### config.mk
export PLATFORM = sky130hd
export DESIGN_NAME = bawin_regs_flat
export DESIGN_NICKNAME = d
export VERILOG_FILES = /design/src/hdl/bawin_pkg.sv /design/src/hdl/bawin_if.sv /design/src/hdl/bawin_regs.sv /design/src/flat_wrapper.sv
export SDC_FILE = /design/constraint.sdc
export NUM_CORES = 2
export LEC_CHECK = 0
export ABC_CLOCK_PERIOD_IN_PS = 4900
export BUFFER_PORTS_ARGS = -buffer_cell sky130_fd_sc_hd__buf_2
export CAP_MARGIN = 20
export CORE_MARGIN = 2
export CORE_UTILIZATION = 50
export DETAILED_ROUTE_END_ITERATION = 10
export GPL_TIMING_DRIVEN = 0
export PLACE_DENSITY = 0.72
export SYNTH_ARGS = -nofsm -noshare
export SYNTH_HDL_FRONTEND = slang
export SYNTH_SLANG_ARGS = --single-unit
### constraint.sdc
create_clock -name i_mclk -period 4.9 [get_ports i_mclk]
set_clock_uncertainty 0.15 [all_clocks]
set_input_delay 0.245 -clock i_mclk [delete_from_list [all_inputs] [get_ports i_mclk]]
set_output_delay 0.245 -clock i_mclk [all_outputs]
set_load 0.01 [all_outputs]
### src/hdl/bawin_pkg.sv
// Purpose: constants and types shared by the address window register ends
// Assumes: one clock, synchronous active-low reset, 64-bit register reads
// Notes:   offsets are byte offsets of 64-bit registers
// How it works
// - outbound register window top fixed, read-only
// - outbound register window base fixed, read-only
// - rom window top fixed, read-only
// - rom window base fixed, read-only
// - bits 63:32 read zero, written zero
// - four writable pci window tops
// - four writable pci window bases
// - pci top points at word's last byte
// - pci base word aligned
// - inbound register window top fixed, read-only
// - inbound register window base fixed, read-only
// - writable memory window tops
// - writable memory window bases
// - memory window tops end on quad word's last byte, bases quad-word aligned
// - four pci enables, reset to zero
// - register and rom enables read one
// - five memory windows, each bound pair
package bawin_pkg;
   localparam int unsigned ADDR_W = 9;
   localparam int unsigned DATA_W = 64;
   localparam int unsigned NPCI   = 4;
   localparam int unsigned NMEM   = 5;

   localparam logic [8:0] OFF_CTRL      = 9'h018;
   localparam logic [8:0] OFF_OUT_TOP   = 9'h020;
   localparam logic [8:0] OFF_OUT_BASE  = 9'h028;
   localparam logic [8:0] OFF_ROM_TOP   = 9'h030;
   localparam logic [8:0] OFF_ROM_BASE  = 9'h038;
   localparam logic [8:0] OFF_PCI_FIRST = 9'h040;
   localparam logic [8:0] OFF_IN_TOP    = 9'h080;
   localparam logic [8:0] OFF_IN_BASE   = 9'h088;
   localparam logic [8:0] OFF_MEM_FIRST = 9'h090;
   localparam logic [8:0] OFF_CLAIM     = 9'h160;
   localparam logic [8:0] PAIR_STRIDE   = 9'h010;
   localparam logic [8:0] BASE_STEP     = 9'h008;

   localparam logic [31:0] RST_OUT_TOP  = 32'h1effffff;
   localparam logic [31:0] RST_OUT_BASE = 32'h1e001000;
   localparam logic [31:0] RST_ROM_TOP  = 32'h20ffffff;
   localparam logic [31:0] RST_ROM_BASE = 32'h1f000000;
   localparam logic [31:0] RST_IN_TOP   = 32'h1e000fff;
   localparam logic [31:0] RST_IN_BASE  = 32'h1e000000;
   localparam logic [31:0] RST_BOUND    = 32'h00000000;

   // control word fields
   localparam int unsigned CTRL_INTREG_EN = 0;
   localparam int unsigned CTRL_ROM_EN    = 1;
   localparam int unsigned CTRL_PCI_EN0   = 2;
   localparam logic [3:0]  RST_PCI_EN     = 4'h0;

   // claim word fields: out claims in bits 5:0, in claims in bits 13:8
   localparam int unsigned CLAIM_IN_LSB = 8;

   typedef enum logic [1:0] {
      BAWIN_IDLE  = 2'b00,
      BAWIN_WRITE = 2'b01,
      BAWIN_READ  = 2'b10
   } bawin_op_t;
endpackage

### src/hdl/bawin_if.sv
// Purpose: register link between software-side master and window registers
// Assumes: one clock, master drives strobes, slave answers next cycle
// Notes:   no clocking block; bench joins both ends
`timescale 1ns/1ps
`default_nettype none
interface bawin_if (
   input wire logic i_mclk
);
   import bawin_pkg::*;
   logic [ADDR_W-1:0] addr;
   logic [DATA_W-1:0] wdata;
   logic              wr;
   logic              rd;
   logic [DATA_W-1:0] rdata;

   modport dev (
      input  addr,
      input  wdata,
      input  wr,
      input  rd,
      output rdata
   );
   modport host (
      output addr,
      output wdata,
      output wr,
      output rd,
      input  rdata
   );
endinterface
`default_nettype wire

### src/hdl/bawin_regs.sv
// Purpose: address window bound registers and window claim decode
// Assumes: inputs synchronous to i_mclk
// Notes:   read data one cycle after read strobe
//
// Added by the designer: strobed register access and the register addresses.
`timescale 1ns/1ps
`default_nettype none
module bawin_regs (
   // clock and reset
   input  wire logic                    i_mclk,
   input  wire logic                    i_rstn,
   // register link
   bawin_if.dev                         bus,
   // address decode
   input  wire logic [31:0]             i_out_addr,
   input  wire logic [31:0]             i_in_addr,
   output logic [5:0]                   o_out_claim,
   output logic [5:0]                   o_in_claim
);
   import bawin_pkg::*;

   logic [31:0] pci_top_ff   [NPCI];
   logic [31:0] pci_base_ff  [NPCI];
   logic [31:0] mem_top_ff   [NMEM];
   logic [31:0] mem_base_ff  [NMEM];
   logic [3:0]  pci_en_ff;
   logic [DATA_W-1:0] rdata_ff;
   logic [DATA_W-1:0] nxt_rdata;
   logic [5:0]  nxt_out_claim;
   logic [5:0]  nxt_in_claim;
   // one-hot bank selects, decoded once for the write and read paths
   logic              ctrl_sel;
   logic [NPCI-1:0]   pci_top_sel;
   logic [NPCI-1:0]   pci_base_sel;
   logic [NMEM-1:0]   mem_top_sel;
   logic [NMEM-1:0]   mem_base_sel;
   logic [DATA_W-1:0] ctrl_word;
   logic [DATA_W-1:0] claim_word;

   function automatic logic in_win(input logic [31:0] a, input logic [31:0] lo,
                                   input logic [31:0] hi);
      in_win = (a >= lo) && (a <= hi);
   endfunction

   function automatic logic [63:0] zx(input logic [31:0] v);
      zx = {32'h00000000, v};
   endfunction

   // byte offset of a bank's nth top, or of its base one step above
   function automatic logic [8:0] pair_off(input logic [8:0] first, input int n,
                                           input logic is_base);
      pair_off = first + 9'(n) * PAIR_STRIDE + (is_base ? BASE_STEP : 9'h000);
   endfunction

   // decode once: a compare tree per write and read port would cost twice the area
   always_comb begin
      ctrl_sel     = (bus.addr == OFF_CTRL);
      pci_top_sel  = '0;
      pci_base_sel = '0;
      mem_top_sel  = '0;
      mem_base_sel = '0;
      for (int i = 0; i < NPCI; i++) begin
         pci_top_sel[i]  = (bus.addr == pair_off(OFF_PCI_FIRST, i, 1'b0));
         pci_base_sel[i] = (bus.addr == pair_off(OFF_PCI_FIRST, i, 1'b1));
      end
      for (int i = 0; i < NMEM; i++) begin
         mem_top_sel[i]  = (bus.addr == pair_off(OFF_MEM_FIRST, i, 1'b0));
         mem_base_sel[i] = (bus.addr == pair_off(OFF_MEM_FIRST, i, 1'b1));
      end
   end

   // fixed window enables always read one; only the pci enables are stored
   always_comb begin
      ctrl_word                       = '0;
      ctrl_word[CTRL_INTREG_EN]       = 1'b1;
      ctrl_word[CTRL_ROM_EN]          = 1'b1;
      ctrl_word[CTRL_PCI_EN0 +: NPCI] = pci_en_ff;
   end

   always_comb begin
      claim_word                    = '0;
      claim_word[5:0]               = o_out_claim;
      claim_word[CLAIM_IN_LSB +: 6] = o_in_claim;
   end

   // writes: only bits 31:0 stored; fixed bounds have no write path
   always_ff @(posedge i_mclk) begin
      if (!i_rstn) begin
         pci_en_ff <= RST_PCI_EN;
      end else if (bus.wr && ctrl_sel) begin
         pci_en_ff <= bus.wdata[CTRL_PCI_EN0 +: NPCI];
      end
   end

   // bounds reset to zero so simulation never shows unknowns
   always_ff @(posedge i_mclk) begin
      if (!i_rstn) begin
         for (int i = 0; i < NPCI; i++) begin
            pci_top_ff[i]  <= RST_BOUND;
            pci_base_ff[i] <= RST_BOUND;
         end
      end else if (bus.wr) begin
         for (int i = 0; i < NPCI; i++) begin
            if (pci_top_sel[i]) begin
               pci_top_ff[i] <= bus.wdata[31:0];
            end
            if (pci_base_sel[i]) begin
               pci_base_ff[i] <= bus.wdata[31:0];
            end
         end
      end
   end

   // inbound memory window bounds, same reset choice as the pci bounds
   always_ff @(posedge i_mclk) begin
      if (!i_rstn) begin
         for (int i = 0; i < NMEM; i++) begin
            mem_top_ff[i]  <= RST_BOUND;
            mem_base_ff[i] <= RST_BOUND;
         end
      end else if (bus.wr) begin
         for (int i = 0; i < NMEM; i++) begin
            if (mem_top_sel[i]) begin
               mem_top_ff[i] <= bus.wdata[31:0];
            end
            if (mem_base_sel[i]) begin
               mem_base_ff[i] <= bus.wdata[31:0];
            end
         end
      end
   end

   // read mux; unmapped offsets read zero
   always_comb begin
      nxt_rdata = '0;
      unique case (bus.addr)
         OFF_CTRL:     nxt_rdata = ctrl_word;
         OFF_OUT_TOP:  nxt_rdata = zx(RST_OUT_TOP);
         OFF_OUT_BASE: nxt_rdata = zx(RST_OUT_BASE);
         OFF_ROM_TOP:  nxt_rdata = zx(RST_ROM_TOP);
         OFF_ROM_BASE: nxt_rdata = zx(RST_ROM_BASE);
         OFF_IN_TOP:   nxt_rdata = zx(RST_IN_TOP);
         OFF_IN_BASE:  nxt_rdata = zx(RST_IN_BASE);
         OFF_CLAIM:    nxt_rdata = claim_word;
         default: begin
            for (int i = 0; i < NPCI; i++) begin
               if (pci_top_sel[i]) begin
                  nxt_rdata = zx(pci_top_ff[i]);
               end
               if (pci_base_sel[i]) begin
                  nxt_rdata = zx(pci_base_ff[i]);
               end
            end
            for (int i = 0; i < NMEM; i++) begin
               if (mem_top_sel[i]) begin
                  nxt_rdata = zx(mem_top_ff[i]);
               end
               if (mem_base_sel[i]) begin
                  nxt_rdata = zx(mem_base_ff[i]);
               end
            end
         end
      endcase
   end

   always_ff @(posedge i_mclk) begin
      if (!i_rstn) begin
         rdata_ff <= '0;
      end else if (bus.rd) begin
         rdata_ff <= nxt_rdata;
      end else begin
         rdata_ff <= '0;
      end
   end

   assign bus.rdata = rdata_ff;

   // claim decode, registered so outputs come from flops
   always_comb begin
      nxt_out_claim    = '0;
      nxt_out_claim[0] = in_win(i_out_addr, RST_OUT_BASE, RST_OUT_TOP);
      nxt_out_claim[1] = in_win(i_out_addr, RST_ROM_BASE, RST_ROM_TOP);
      for (int i = 0; i < NPCI; i++) begin
         nxt_out_claim[2+i] = pci_en_ff[i] &&
                              in_win(i_out_addr, pci_base_ff[i], pci_top_ff[i]);
      end
   end

   // inbound memory windows have no enable bit; stored bounds alone decide
   always_comb begin
      nxt_in_claim    = '0;
      nxt_in_claim[0] = in_win(i_in_addr, RST_IN_BASE, RST_IN_TOP);
      for (int i = 0; i < NMEM; i++) begin
         nxt_in_claim[1+i] = in_win(i_in_addr, mem_base_ff[i], mem_top_ff[i]);
      end
   end

   always_ff @(posedge i_mclk) begin
      if (!i_rstn) begin
         o_out_claim <= '0;
      end else begin
         o_out_claim <= nxt_out_claim;
      end
   end

   always_ff @(posedge i_mclk) begin
      if (!i_rstn) begin
         o_in_claim <= '0;
      end else begin
         o_in_claim <= nxt_in_claim;
      end
   end
endmodule
`default_nettype wire

### src/flat_wrapper.sv
// flat-port wrapper written by rule: the top's interface ports become plain ports
module bawin_regs_flat import bawin_pkg::*;
  (i_mclk, i_rstn, i_out_addr, i_in_addr, o_out_claim, o_in_claim, bus_addr, bus_wdata, bus_wr, bus_rd, bus_rdata);
  bawin_if bus_i (.i_mclk(i_mclk));
  input  wire logic i_mclk;
  input  wire logic i_rstn;
  input  wire logic [31:0] i_out_addr;
  input  wire logic [31:0] i_in_addr;
  output logic [5:0] o_out_claim;
  output logic [5:0] o_in_claim;
  input wire logic [$bits(bus_i.addr)-1:0] bus_addr;
  input wire logic [$bits(bus_i.wdata)-1:0] bus_wdata;
  input wire logic [$bits(bus_i.wr)-1:0] bus_wr;
  input wire logic [$bits(bus_i.rd)-1:0] bus_rd;
  output wire logic [$bits(bus_i.rdata)-1:0] bus_rdata;
  assign bus_i.addr = bus_addr;
  assign bus_i.wdata = bus_wdata;
  assign bus_i.wr = bus_wr;
  assign bus_i.rd = bus_rd;
  assign bus_rdata = bus_i.rdata;
  bawin_regs u_core (.i_mclk(i_mclk), .i_rstn(i_rstn), .bus(bus_i), .i_out_addr(i_out_addr), .i_in_addr(i_in_addr), .o_out_claim(o_out_claim), .o_in_claim(o_in_claim));
endmodule
# After elaboration in Yosys (flattened, before gate mapping)
# Memories as Yosys holds them, arrays and structs flattened.
# Cells that the tools add are included.
# classes
magnitude_cmp	24
n_eq_ne	26
muxes	110
n_bitwise	18
n_reduce_logical	18
# op_table
operator	n
2-to-1 mux 32 bit	36
case mux 64 bit (8 select lines)	1
>= comparator 32 bit	9
less-or-equal comparator 32 bit	9
== test 9 x 8 -> 1 bit, second input constant	12
>= comparator 32 x 29 -> 1 bit, second input constant	3
2-to-1 mux 1 bit	73
== test 9 x 7 -> 1 bit, second input constant	8
less-or-equal comparator 32 x 29 -> 1 bit, second input constant	2
== test 9 x 6 -> 1 bit, second input constant	4
less-or-equal comparator 32 x 30 -> 1 bit, second input constant	1
OR 1 bit	18
logical AND 1 bit	17
== test 9 x 5 -> 1 bit, second input constant	1
== test 9 bit, second input constant	1
AND reduction 2 bit	1
# word_totals
reg_bits	80
mem_bits_rw	576
input_bits	141
mem_count	4
# memory_table
name	words	word_bits	rd	rd_ports_with_merged_regs	write_ports	line_no	text
u_core.mem_base_ff	5	32	5	0	5	bawin_regs.sv:25	logic [31:0] mem_base_ff [NMEM];
u_core.mem_top_ff	5	32	5	0	5	bawin_regs.sv:24	logic [31:0] mem_top_ff [NMEM];
u_core.pci_base_ff	4	32	4	0	4	bawin_regs.sv:23	logic [31:0] pci_base_ff [NPCI];
u_core.pci_top_ff	4	32	4	0	4	bawin_regs.sv:22	logic [31:0] pci_top_ff [NPCI];

# Logic depth before layout (Yosys ltp)
# depth
word_depth	20
mapped_depth	12
ltp_nobuf	9

# Worst setup path before layout
# No wires, ideal clock.
# synth_timing
path_kind	in2reg
startpoint	input port bus_addr[8]
endpoint	memory u_core.mem_base_ff[3][4], in the netlist u_core.mem_base_ff[0][100] (enable)
setup_time_ns	0.466
arrival_ns	4.087
t_required_ns	4.284
slack_ns	0.197
path_stages	6
n_path_buf	3
path_cell_list	or4_1 > buf_2 > or4_1 > buf_2 > buf_2 > o21ai_0
# synth_lines
element	line_no	text
start, declared	flat_wrapper.sv:11	input wire logic [$bits(bus_i.addr)-1:0] bus_addr;
end, declared	bawin_regs.sv:25	

# Worst setup path in the final report
# layout_timing
startpoint	input port bus_addr[6]
endpoint	register u_core.rdata_ff[30], in the netlist u_core.bus.rdata[30]
# layout_between
elab_chain_cells	20
# layout_lines
element	line_no	text
== test 9 x 7 -> 1 bit	bawin_regs.sv:63	pci_top_sel[i] = (bus.addr == pair_off(OFF_PCI_FIRST, i, 1'b0));
2-to-1 mux 32 bit	bawin_regs.sv:147	if (pci_top_sel[i]) begin
2-to-1 mux 32 bit	bawin_regs.sv:150	if (pci_base_sel[i]) begin
2-to-1 mux 32 bit	bawin_regs.sv:147	
2-to-1 mux 32 bit	bawin_regs.sv:150	
2-to-1 mux 32 bit	bawin_regs.sv:147	
2-to-1 mux 32 bit	bawin_regs.sv:150	
2-to-1 mux 32 bit	bawin_regs.sv:147	
[... 4 more ...]	n/a	
2-to-1 mux 32 bit	bawin_regs.sv:158	if (mem_base_sel[i]) begin
2-to-1 mux 32 bit	bawin_regs.sv:155	if (mem_top_sel[i]) begin
2-to-1 mux 32 bit	bawin_regs.sv:158	
2-to-1 mux 32 bit	bawin_regs.sv:155	
2-to-1 mux 32 bit	bawin_regs.sv:158	
2-to-1 mux 32 bit	bawin_regs.sv:155	
2-to-1 mux 32 bit	bawin_regs.sv:158	
case mux 64 bit (8 select lines) (*)	bawin_regs.sv:136	unique case (bus.addr)
end signal, assigned	bawin_regs.sv:170	rdata_ff <= nxt_rdata;
end, declared	bawin_regs.sv:27	logic [DATA_W-1:0] rdata_ff;
# Every way passes the cells marked *; elsewhere a longest branch is shown, timed or not.
# A chain may end at the register's enable or synchronous reset.

==> impl_metrics.tcl <==
set metrics [dict create \
    fin_ws_ns -0.2242 \
    synthAdderAreaFrac_pct 17.53 \
    synth_edf_count 576 \
    drt_first_iter_violations 6300 \
    dp_slack_ns -0.1446 \
    synthMuxAreaShare_pct 0.4260 \
    route.final.wire_length_mm 197.4 \
    synth_ff_type "edfxtp_1" \
    cts.sink_count 624 \
    tritoncts "yes" \
    hp-class "primary input to flip-flop" \
    r2r_setup_slk_ns 1.22 \
    max-vdd-ir-drop_v 0.0003065 \
    worstRegToRegCells 8 \
    synth_area_in_compound_gates_pct 16.82 \
    fmaxAchievable_ghz 0.1952 \
    synth.area.top_cells "edfxtp_1, ha_1, inv_1" \
    postSynthAreaPerCell_um2 10.31 \
    ios 217 \
    slew_violations 0 \
    postSynthRegisterBits 624 \
    yosys_warnings 0 \
    run_status "finished with violations" \
    finalHoldViolCount 0 \
    drt_pre_antenna_iters 9 \
    synthesis.area_um2 41120 \
    internal-power_mw 10.17 \
    p_leak_nw 20.73 \
    synth_cells 3988 \
    pwr-share-seq_pct 44.1 \
    pwr-share-comb_pct 14.7 \
    critical_path.endpoint_type "flip-flop" \
    hold_depth 2 \
    final_design_area_no_fill_um2 47620 \
    gp_congestion 1.089 \
    worst_ep_arrival_time_ns 5.46 \
    synth.top_cells.by_count "edfxtp_1, ha_1, inv_1, and2_1, a21oi_1" \
    clk_path_buf_depth 3 \
    cts_max_level 3 \
    ant_nets 0 \
    tightest_slew_ns 1.341 \
    switching_share_pct 28.51 \
    core_um2 81720 \
    fraction_of_post_synthesis_cell_area_in_the_top_cell_type_by_area_pct 42.07 \
    viasPerCell 6.832 \
    synth_simple_gate_area_share_pct 13.46 \
    fraction_of_layout_cells_with_a_size_suffix_above_1_pct 10.76 \
    async_sr_flop_fraction_pct 0 \
    global_route_wire_length_before_repair_mm 268.6 \
    slew_headroom_pct 10.57 \
    route.detailed.wl_per_inst_um 35.92 \
    synth_xor_xnor_area_share_pct 0.02130 \
    worstSetupPathType "primary input to flip-flop" \
    grt_setup_unrepaired "no" \
    fillers 7126 \
    clk_tree_root_cell "clkbuf_16" \
    power_per_cell_area_nw_per_um2 298.7 \
    number_of_global_route_vias_before_repair 34940 \
    route.vias.total 37540 \
    die_height_um 290.8 \
    finalWorstPathRequiredPeriod_ns 5.124 \
    timing.critical_path.required_ns 5.23 \
    synth-seq-area-share_pct 44.40 \
    synth_top_family_by_area "adder cells" \
    power_frac_clock_pct 41.2 \
    die_w_um 290.8 \
    cts_resized 0 \
    instance_area_at_placement_um2 44600 \
    antenna_found_initial 21 \
    area_overhead_of_the_layout_relative_to_synthesis_pct 15.82 \
    overflow 0 \
    maxCapViolCount 0 \
    clock_latency_reported_for_the_late_side_of_the_worst_skew_pair_ns 0.66 \
    remaining_drc_errors 0 \
    clkSlewWorstSetupHoldPaths_ns 0.06 \
    finalCritPeriodShare_pct 104.6 \
    finalNetCount 5072 \
    post_synth_num_cell_types 90 \
    design.die.area_um2 84550 \
    total_switching_power_mw 4.056 \
    global_route.usage.total_pct 45.80 \
    critPathLaunchType "primary input" \
    cts_buffers 75 \
    violations "negative setup slack" \
    placement_rows 105 \
    hpwlAfterDp_mm 151.0 \
    grt_start_max_net_pins 33 \
    totalPowerFinal_mw 14.23 \
    count_of_final_setup_violators 31 \
    effective_utilization_at_floorplan_pct 50.32 \
    synth_top_area_cell "edfxtp_1" \
    numPortBuffers 149 \
    cp_max_fo 10 \
]
==> metrics by stage <==
stage	std cells	setup TNS, ns	util, %	hold slack, ns
floorplan	4019	0	-	0.1713
global placement	5238	-1911.55	53.01	0.3298
detailed placement	5299	-2.123	54.58	0.3403
CTS	5468	0	58.03	0.008815
global route	5484	0	58.25	0.004057
finish	5495	-3.738	58.28	0.01066
==> per-layer routing <==
layer | track usage (%) | wire [um]
met1 | 57.85 | 71300
met2 | 65.29 | 80060
met3 | 14.79 | 27510
met4 | 34.35 | 18400
met5 | 0.3403 | 98
==> sequential cells by signal, indices dropped and copies added (netlist names) <==
name,cells
u_core.mem_top_ff,160
u_core.pci_en_ff,4
u_core.bus.rdata,32
u_core.o_in_claim,6
u_core.pci_base_ff,128
u_core.mem_base_ff,160
u_core.o_out_claim,6
u_core.pci_top_ff,128
==> worst max-delay path, cell delays in order <==
cell and delay [ns]:
dlygate4sd3_1 0.61, buf_2 0.18, buf_2 0.18, buf_2 0.20, nand4b_1 1.03, nor2_1 1.08
buf_6 0.26, clkbuf_1 0.75, a2111oi_0 0.30, o21ai_0 0.39, a21oi_1 0.20
==> repair_timing <==
action,4_1_cts,5_1_grt
setup endpoints to repair,0,0
endpoints found under the hold margin,207,0
hold buffers,33,0
setup buffers,0,0
==> power by group through the flow <==
stage                     Sequential, mW  Combinational (mW)  Clock [mW]
final                               6.28                2.09        5.86
after global routing                6.28                2.24        6.02
after CTS                           6.26                2.00        5.80
after detailed placement            6.37                1.97           0
after global placement              6.40                1.85           0
after floorplan                     6.28                1.09           0
==> area by class of cell <==
type | count | area (um^2) | share of cell area [%]
multi-input cells | 2641 | 20190 | 42.40
flip-flops and latches | 624 | 18260 | 38.34
diodes | 11 | 27.53 | 0.05780
clock inverters | 36 | 352.8 | 0.7409
repair buffers | 259 | 2302 | 4.834
well taps | 1070 | 1339 | 2.811
inverters | 575 | 2158 | 4.532
plain buffers | 179 | 859.6 | 1.805
clock buffers | 100 | 2137 | 4.487
==> cell usage in the layout, fill, tap and decap left out, types with 13 or more instances in the layout <==
cell type | Yosys | layout
a2111oi_0 | 24 | 23
a211oi_1 | 54 | 54
a21o_1 | 91 | 91
a21oi_1 | 262 | 262
a221o_1 | 16 | 16
a221oi_1 | 46 | 46
a22oi_1 | 31 | 31
a31oi_1 | 31 | 31
and2_1 | 321 | 321
buf_16 | 0 | 22
buf_2 | 51 | 208
buf_4 | 33 | 41
buf_6 | 0 | 13
buf_8 | 0 | 21
clkbuf_1 | 87 | 101
clkbuf_16 | 0 | 80
clkinv_2 | 0 | 13
conb_1 | 1 | 32
dfxtp_1 | 48 | 48
dlygate4sd3_1 | 0 | 33
edfxtp_1 | 576 | 576
ha_1 | 576 | 576
inv_1 | 574 | 574
mux2i_1 | 13 | 13
nand2_1 | 128 | 126
nand2b_1 | 19 | 19
nand3_1 | 75 | 75
nand4_1 | 96 | 96
nor2_1 | 119 | 119
nor2b_1 | 36 | 36
nor3_1 | 55 | 54
nor4_1 | 24 | 23
o2111ai_1 | 21 | 21
o211ai_1 | 37 | 37
o21a_1 | 27 | 27
o21ai_0 | 201 | 186
o21ai_4 | 0 | 14
o221ai_1 | 27 | 27
o22ai_1 | 71 | 71
==> cells by family (layout without fill, tap and decap cells) <==
group                    after synthesis  in the layout
adder cells (fa/ha/maj)              576            576
AND/OR/NAND/NOR                      970            970
multiplexers                          17             17
other                                  1             43
AO/OA/AOI/OAI                       1045           1045
XOR/XNOR                               1              1
buffers and inverters                754           1149
flip-flops                           624            624
==> final timing paths <==
| check | startpoint | to |
|---|---|---|
| hold reg to reg | u_core.pci_en_ff[2]$_SDFFE_PN0P_ | u_core.pci_en_ff[2]$_SDFFE_PN0P_ |
| hold / removal | bus_wdata[28] | u_core.pci_base_ff[2][28]$_SDFFCE_PN0P_ |
| setup reg to reg | u_core.pci_top_ff[1][26]$_SDFFCE_PN0P_ | u_core.o_out_claim[3]$_SDFF_PN0_ |
| setup / recovery | bus_addr[6] | u_core.bus.rdata[30]$_SDFF_PN0_ |
Note: power is estimated with default switching activity, not from simulation.
